===== config.mk =====
export PLATFORM = sky130hd
export DESIGN_NAME = htl_logger
export DESIGN_NICKNAME = d
export VERILOG_FILES = /design/src/logic/htl_pkg.sv /design/src/logic/htl_logger.sv /design/src/logic/htl_bin_classify.sv
export SDC_FILE = /design/constraint.sdc
export NUM_CORES = 2
export LEC_CHECK = 0
export ABC_CLOCK_PERIOD_IN_PS = 21300
export BUFFER_PORTS_ARGS = -buffer_cell sky130_fd_sc_hd__buf_2
export CAP_MARGIN = 40
export CORE_AREA = 2 2 487 489
export CTS_CLUSTER_SIZE = 20
export DETAILED_ROUTE_END_ITERATION = 8
export DIE_AREA = 0 0 489 491
export SETUP_SLACK_MARGIN = 0.1
export SYNTH_ARGS = -nofsm -noshare
export SYNTH_HDL_FRONTEND = slang
export SYNTH_SLANG_ARGS = --single-unit

===== constraint.sdc =====
create_clock -name ref_clk_i -period 21.3 [get_ports ref_clk_i]
set_clock_uncertainty 0.1 [all_clocks]
set_input_delay 1.065 -clock ref_clk_i [delete_from_list [all_inputs] [get_ports ref_clk_i]]
set_output_delay 1.065 -clock ref_clk_i [all_outputs]
set_load 0.02 [all_outputs]

===== src/logic/htl_pkg.sv =====
// Constants and types shared by the histogram temperature logger
package htl_pkg;
   localparam int          NUM_BINS      = 16;
   localparam int          WORD_W        = 16;
   localparam int          FRAC_BITS     = 5;
   localparam int          INT_BITS      = 8;
   localparam int          FIX_W         = INT_BITS + FRAC_BITS;
   localparam int          LOG_DEPTH     = 4000;
   localparam int          CLK_HZ        = 10_000_000;
   localparam int          SEC_NS        = 1_000_000_000;
   localparam int          CLK_PERIOD_NS = 100;
   localparam int          CYC_PER_SEC   = SEC_NS / CLK_PERIOD_NS;
   localparam logic [1:0]  BAT_FULL      = 2'h3;
   localparam logic [1:0]  BAT_LOW       = 2'h1;
   localparam logic [15:0] WORD_ZERO     = 16'h0000;
   localparam int          ST_BAT_LO     = 0;
   localparam int          ST_BAT_HI     = 1;
   localparam int          ST_MEM_FULL   = 2;
   localparam int          ST_HIST_ALARM = 4;
   typedef enum logic [2:0] {
      HTL_INACTIVE,
      HTL_IDLE,
      HTL_DELAY,
      HTL_ACQUIRE,
      HTL_SLEEP
   } htl_state_t;
endpackage


===== src/logic/htl_logger.sv =====
// Histogram temperature logger controller
//
// Overview of operation
// - Each bin upper limit is a signed 8.5 value in the low 13 bits of its word.
// - Bin enable mask has one bit per bin, bit i enabling bin i.
// - Each bin interval word counts seconds between acquisitions.
// - A sample is stored to the log only if its bin's store flag is set.
// - A timestamp goes with a stored sample only if its bin's stamp flag is set.
// - A nonzero initial date followed by the reset bit moves the device to idle.
// - In idle the clock runs and no sampling happens until logging is enabled.
// - After enable, wait the start delay if enabled and nonzero, else start.
// - The next sample is timed by the interval of the last sample's bin, or one second if it hit no bin.
// - A counter above its threshold sets its bin alarm bit and the summary flag.
// - A bin counter increments for each sample falling in that bin.
// - Status bits 1:0 report battery level, three full, zero minimum.
// - A full log sets the memory-full bit and the device goes to sleep.
`timescale 1ns/1ps
module htl_logger
   import htl_pkg::*;
#(
   parameter int NB        = htl_pkg::NUM_BINS,
   parameter int DEPTH     = htl_pkg::LOG_DEPTH,
   parameter int CYC_SEC   = htl_pkg::CYC_PER_SEC
) (
   input  wire logic                    ref_clk_i,
   input  wire logic                    rst_i,
   input  wire logic [31:0]             init_date_i,
   input  wire logic                    ctrl_reset_i,
   input  wire logic                    logging_enable_bit_i,
   input  wire logic                    delay_enable_i,
   input  wire logic [15:0]             start_delay_s_i,
   input  wire logic [NB-1:0]           bin_enable_i,
   input  wire logic [NB-1:0]           bin_store_i,
   input  wire logic [NB-1:0]           bin_stamp_i,
   input  wire logic [NB*16-1:0]        bin_upper_limit_i,
   input  wire logic [NB*16-1:0]        bin_threshold_i,
   input  wire logic [NB*16-1:0]        bin_interval_seconds_i,
   input  wire logic [1:0]              battery_level_i,
   input  wire logic signed [15:0]      temp_i,
   output logic                         temp_req_o,
   output logic                         log_we_o,
   output logic [15:0]                  log_data_o,
   output logic                         log_stamp_we_o,
   output logic [31:0]                  log_stamp_o,
   output logic [15:0]                  samples_num_o,
   output logic [15:0]                  status_o,
   output logic [NB-1:0]                histogram_alarm_word_o,
   output logic [NB*16-1:0]             bin_counter_o,
   output logic [15:0]                  last_sample_o,
   output logic [2:0]                   state_o
);
   import htl_pkg::*;

   localparam int BW = $clog2(NB);

   // Refused at elaboration, counters are one word each
   if (NB < 2 || NB > 16) $error("NB must be 2..16");
   if (DEPTH < 1 || DEPTH > 65535) $error("DEPTH out of range");
   if (CYC_SEC < 2) $error("CYC_SEC too small");

   typedef struct packed {
      htl_state_t       st;
      logic [31:0]      sub;
      logic [31:0]      now;
      logic [15:0]      secs;
      logic             req;
      logic             we;
      logic [15:0]      data;
      logic             swe;
      logic [31:0]      stamp;
      logic [15:0]      nsamp;
      logic             full;
      logic             halarm;
      logic [NB-1:0]    balarm;
      logic [NB*16-1:0] cnt;
      logic [15:0]      last;
      logic [1:0]       bat;
   } htl_regs_t;

   htl_regs_t r;
   htl_regs_t next_r;

   logic          hit;
   logic [BW-1:0] bin;

   function automatic logic [15:0] word_at(input logic [NB*16-1:0] v,
                                           input logic [BW-1:0] i);
      word_at = v[i*16 +: 16];
   endfunction

   htl_bin_classify #(.NB(NB), .W(16)) u_cls (
      .sample_i (temp_i),
      .limits_i (bin_upper_limit_i),
      .enable_i (bin_enable_i),
      .hit_o    (hit),
      .bin_o    (bin)
   );

   always_comb begin
      next_r     = r;
      next_r.req = 1'b0;
      next_r.we  = 1'b0;
      next_r.swe = 1'b0;
      next_r.bat = battery_level_i;
      if (r.st != HTL_INACTIVE) begin
         if (r.sub == 32'(CYC_SEC - 1)) begin
            next_r.sub = '0;
            next_r.now = r.now + 32'h0000_0001;
         end else begin
            next_r.sub = r.sub + 32'h0000_0001;
         end
      end
      case (r.st)
         HTL_INACTIVE: begin
            if (ctrl_reset_i && init_date_i != 32'h0000_0000) begin
               next_r.st  = HTL_IDLE;
               next_r.now = init_date_i;
               next_r.sub = '0;
            end
         end
         HTL_IDLE: begin
            if (logging_enable_bit_i) begin
               if (delay_enable_i && start_delay_s_i != WORD_ZERO) begin
                  next_r.st   = HTL_DELAY;
                  next_r.secs = start_delay_s_i;
               end else begin
                  next_r.st   = HTL_ACQUIRE;
                  next_r.secs = WORD_ZERO;
               end
            end
         end
         HTL_DELAY, HTL_ACQUIRE: begin
            if (!logging_enable_bit_i) begin
               next_r.st = HTL_IDLE;
            end else if (r.sub == 32'(CYC_SEC - 1) && r.secs != WORD_ZERO) begin
               next_r.secs = r.secs - 16'h0001;
            end else if (r.secs == WORD_ZERO && r.sub == '0) begin
               if (r.st == HTL_DELAY) begin
                  next_r.st = HTL_ACQUIRE;
               end else begin
                  next_r.req  = 1'b1;
                  next_r.last = temp_i;
                  next_r.secs = 16'h0001;
                  if (hit) begin
                     next_r.secs = word_at(bin_interval_seconds_i, bin);
                     next_r.cnt[bin*16 +: 16] = word_at(r.cnt, bin) + 16'h0001;
                     if (bin_store_i[bin]) begin
                        next_r.we    = 1'b1;
                        next_r.data  = temp_i;
                        next_r.nsamp = r.nsamp + 16'h0001;
                        if (bin_stamp_i[bin]) begin
                           next_r.swe   = 1'b1;
                           next_r.stamp = r.now;
                        end
                        if (r.nsamp == 16'(DEPTH - 1)) begin
                           next_r.full = 1'b1;
                           next_r.st   = HTL_SLEEP;
                        end
                     end
                  end
                  if (battery_level_i == BAT_LOW) begin
                     next_r.st = HTL_SLEEP;
                  end
               end
            end
         end
         HTL_SLEEP: begin
            next_r.st = HTL_SLEEP;
         end
         default: begin
            next_r.st = HTL_INACTIVE;
         end
      endcase
      for (int i = 0; i < NB; i++) begin
         if (next_r.cnt[i*16 +: 16] > bin_threshold_i[i*16 +: 16]) begin
            next_r.balarm[i] = 1'b1;
         end
      end
      if (next_r.balarm != '0) begin
         next_r.halarm = 1'b1;
      end
      if (ctrl_reset_i && init_date_i != 32'h0000_0000) begin
         // Activation cancels a sample of the same cycle
         next_r.sub    = '0;
         next_r.req    = 1'b0;
         next_r.we     = 1'b0;
         next_r.swe    = 1'b0;
         next_r.st     = HTL_IDLE;
         next_r.now    = init_date_i;
         next_r.full   = 1'b0;
         next_r.halarm = 1'b0;
         next_r.balarm = '0;
         next_r.cnt    = '0;
         next_r.nsamp  = WORD_ZERO;
         next_r.last   = WORD_ZERO;
         next_r.secs   = WORD_ZERO;
      end
   end

   always_ff @(posedge ref_clk_i or posedge rst_i) begin
      if (rst_i) begin
         r     <= '0;
         r.st  <= HTL_INACTIVE;
         r.bat <= BAT_FULL;
      end else begin
         r <= next_r;
      end
   end

   assign temp_req_o             = r.req;
   assign log_we_o               = r.we;
   assign log_data_o             = r.data;
   assign log_stamp_we_o         = r.swe;
   assign log_stamp_o            = r.stamp;
   assign samples_num_o          = r.nsamp;
   assign status_o               = {11'h000, r.halarm, 1'b0, r.full,
                                    r.bat[ST_BAT_HI], r.bat[ST_BAT_LO]};
   assign histogram_alarm_word_o = r.balarm;
   assign bin_counter_o          = r.cnt;
   assign last_sample_o          = r.last;
   assign state_o                = r.st;
endmodule


===== src/logic/htl_bin_classify.sv =====
// Combinational bin lookup for one temperature sample
`timescale 1ns/1ps
module htl_bin_classify #(
   parameter int NB = 16,
   parameter int W  = 16
) (
   input  wire logic signed [W-1:0]  sample_i,
   input  wire logic [NB*W-1:0]      limits_i,
   input  wire logic [NB-1:0]        enable_i,
   output logic                      hit_o,
   output logic [$clog2(NB)-1:0]     bin_o
);
   import htl_pkg::*;

   logic signed [W-1:0] lim;
   logic signed [W-1:0] val;
   logic                found;

   // Word must hold the whole 8.5 field
   if (W < FIX_W) $error("W too narrow for 8.5 values");

   // sign sits at the top of the 8.5 field
   function automatic logic signed [W-1:0] fix_val(input logic [W-1:0] v);
      fix_val = W'(signed'(v[FIX_W-1:0]));
   endfunction

   // first enabled bin with sample <= limit
   always_comb begin
      found = 1'b0;
      bin_o = '0;
      lim   = '0;
      val   = fix_val(sample_i);
      for (int i = 0; i < NB; i++) begin
         lim = fix_val(limits_i[i*W +: W]);
         if (!found && enable_i[i] && val <= lim) begin
            found = 1'b1;
            bin_o = ($clog2(NB))'(i);
         end
      end
      hit_o = found;
   end
endmodule


==> metrics.md <==
| Metric | Value |
|---|---|
| # rows | `178` |
| Met2 Usage GRT | `0.349` |
| Hold buffers post-CTS | `0` |
| Final Max Tran Viols | `0` |
| GRT Max-Usage Layer | `met2` |
| PwrDens | `64.9 mW/mm^2` |
| Fillcell total | `26.5k` |
| Crit path launch type | `input port` |
| Nets | `7434` |
| Slew @ Worst Pin | `1020 ps` |
| Clock Path Buffers | `3` |
| GP Congestion | `about 1` |
| Sequential power share | `0.268` |
| Crit path time final | `about 12000 ps` |
| Reg-to-Reg Start | `r[359]$_DFFE_PP0P_` |
| Post-route clock period utilization | `0.562` |
| Seq cells post-synth | `442` |
| Syn-to-layout area delta | `23.5%` |
| Peak supply drop | `0.0769 mV` |
| Die X-Extent | `between 400 and 500 microns` |
| Post-Synth Simple-Gate Area | `0.221` |
| Layout cells sized above 1 | `0.261` |
| Worst skew pair latency | `between 700 and 800 ps` |
| Core Region | `0.235 sq mm` |
| Routed vias | `43.2k` |
| Grt met1 use | `0.252` |
| Final WS setup | `9320 ps` |
| Internal power | `0.00187 W` |
| Post-route ant nets | `0` |
| RSZ-0062 raised after global routing | `false` |
| Num CTS Buffers | `56` |
| H-tree levels | `2` |
| Final setup viols | `0` |
| WL/cell | `between 20 and 30 microns` |
| Top post-synthesis cells by area | `dfrtp_1, ha_1, nand2_1` |
| Crit-path max cell delay | `830 ps` |
| Clock-pin transition on the worst setup and hold timing paths | `60 ps` |
| CTS tree | `yes` |
| DIE AREA | `0.240 sq mm` |
| Pre-CTS setup slack | `8920 ps` |
| Crit Path Category | `input port to register` |
| Top-area cell type share of the netlist area | `0.267` |
| Postcts setup bufs | `0` |
| Max_cap viols | `0` |
| Crit Path Max Fanout | `52` |
| Logic pwr share | `0.404` |
| Avg Inst Size Synth | `7.81 sq um` |
| # clock sinks | `roughly 440` |
| Multi-input logic area | `0.0248 sq mm` |
| Initial antenna violation count | `between 100 and 150` |
| Via density per instance | `around 4.6` |
| GR Overflow Total | `0` |
| Mux share of post-synthesis cell area | `0.0467` |
| # port buffers | `about 1.2k` |
| Clock share of power | `0.328` |
| Cells after Synth | `approximately 5.3k` |
| DR iter-0 viols | `3536` |
| Total wire length | `between 200000 and 300000 microns` |
| DR pass1 iterations | `6` |
| Compound-cell area share of the yosys netlist | `0.170` |
| Sequential area share after synthesis | `0.268` |
| Ys Warns | `0` |
| Vias in the first global route | `41.0k` |
| Switching share of total power | `0.435` |
| Switching Power | `0.00144 W` |
| Synth Area in Adders | `0.144` |
| Largest net degree at the start of global routing | `142` |
| Num ports | `1261` |
| Worst min path class | `input port to async pin` |
| Largest family of logic cells by synthesized area | `simple AND/OR/NAND/NOR gates` |
| Final hold vios | `0` |
| F_max | `between 80 and 90 MHz` |
| Critical Path RT | `21840 ps` |
| Worst Setup SP | `temp_i[2]` |
| Synth Flop Type | `dfrtp_1` |
| Commonest non-fill, non-tap cells in the layout | `buf_2, nand2_1, inv_1, ha_1, dfrtp_1` |
| Post_cts resized | `0` |
| Relative slew slack | `0.317` |
| Met3 GRT Util | `0.0539` |
| Die Y | `491 microns` |
| First-pass GRT wire length | `between 300000 and 400000 microns` |
| Slowest-stage cell, CP | `ha_1` |
| GR Util All Layers | `0.218` |
| Root buf cell | `clkbuf_16` |
| Synthesized area | `0.0413 sq mm` |
| HPWL after DPL | `~230000 microns` |
| Yosys cell types | `105` |
| Post-synthesis async set-or-reset flop share | `1.00` |
| XOR/XNOR share of the synthesized area | `0.0123` |
| Largest area contributor in the synthesized netlist | `dfrtp_1` |
| CP arrival | `12520 ps` |
| Number of synthesized flops with an enable pin | `0` |
| Sequential cell area | `0.0111 sq mm` |
| Initial Util | `0.176` |
| Outcome | `complete, no violations` |
| Crit end category | `register` |
| Fin Hold WS | `327 ps` |
| DRC viols | `0` |
| Leakage power | `~26 nW` |
| Most common cell after layout, fill and taps aside | `buf_2` |
| Setup TNS | `0 ps` |
==> power by group through the flow <==
stage	clock network (W)	registers [W]	logic [W]
after CTS	0.00111	0.000885	0.00133
after global placement	0	0.000900	0.00131
after global routing	0.00113	0.000888	0.00140
after floorplan	0	0.000893	0.000647
after detailed placement	0	0.000899	0.00133
final	0.00108	0.000886	0.00134
==> sequential cells by signal, indices dropped and copies added, names as in the netlist <==
signal,cells
bin_counter_o,256
r,80
log_stamp_o,32
histogram_alarm_word_o,16
last_sample_o,16
log_data_o,16
samples_num_o,16
status_o,4
state_o,3
log_stamp_we_o,1
log_we_o,1
temp_req_o,1
==> per-layer routing <==
layer	up-vias	routed length [microns]
li1	19642	-
met1	20516	102000
met2	2388	122000
met3	603	24500
met4	38	22300
met5	-	248
==> worst max-delay path, delay by kind of cell <==
kind	cells	cell delay [ps]
AOI/OAI and AO/OA	14	3990
adders and majority gates	3	1530
buffers and inverters	5	2120
and+or+nand+nor	14	3710
==> cells in the mapped netlist (25+ instances only) <==
cell type,count
a21o_1,63
nand2b_1,63
nand4_1,113
dfrtp_1,440
o211ai_1,25
nor2b_1,53
clkbuf_1,179
o21ai_0,378
and3_1,78
and2_1,142
nor2_1,273
mux2i_1,79
a21oi_1,311
buf_4,380
a31oi_1,30
nand2_1,789
a311oi_1,26
xor2_1,34
inv_1,486
nor3_1,51
buf_2,29
nor4_1,46
nand3_1,218
a211oi_1,48
or3_1,25
mux2_2,67
ha_1,475
==> path summary, 6_finish.rpt <==
kind / endpoint / cells past startpoint / slack [ps]
max in group asynchronous: bin_counter_o[134]$_DFF_PP0_ / 6 / 18060
worst min register to register: log_data_o[0]$_DFFE_PP0P_ / 2 / 380
worst min-delay path: r[371]$_DFFE_PP0P_ / 2 / 330
min in group ref_clk_i: status_o[1]$_DFF_PP1_ / 1 / 380
worst max-delay path: status_o[4]$_DFFE_PP0P_ / 36 / 9320
worst max register to register: status_o[4]$_DFFE_PP0P_ / 27 / 12760
==> through the flow <==
step	area (sq um)	utilization	cells	power, W
final	50900	0.217	9318	0.00331
after global routing	50900	0.217	9295	0.00343
after CTS	50800	0.217	9266	0.00333
after detailed placement	48800	0.208	9162	0.00223
after global placement	48400	0.206	9131	0.00221
after floorplan	41300	-	5293	0.00154
==> cell type report <==
cell class                      count  share of cell area
Antenna cell                       50             0.00246
Clock buffer                       76              0.0309
Clock inverter                     28             0.00933
Inverter                          489              0.0364
Multi-Input combinational cell   3751               0.486
Sequential cell                   442               0.217
Tap cell                         3150              0.0774
Timing Repair Buffer             1332               0.140
==> logic make-up after synthesis <==
logic type	after synthesis
compound gates	1136
xor+xnor	57
fa+ha+maj	475
buf+inv	1100
flops	442
mux	163
other cells	1
simple gates	1908
Note: power is estimated with default switching activity, not from simulation.
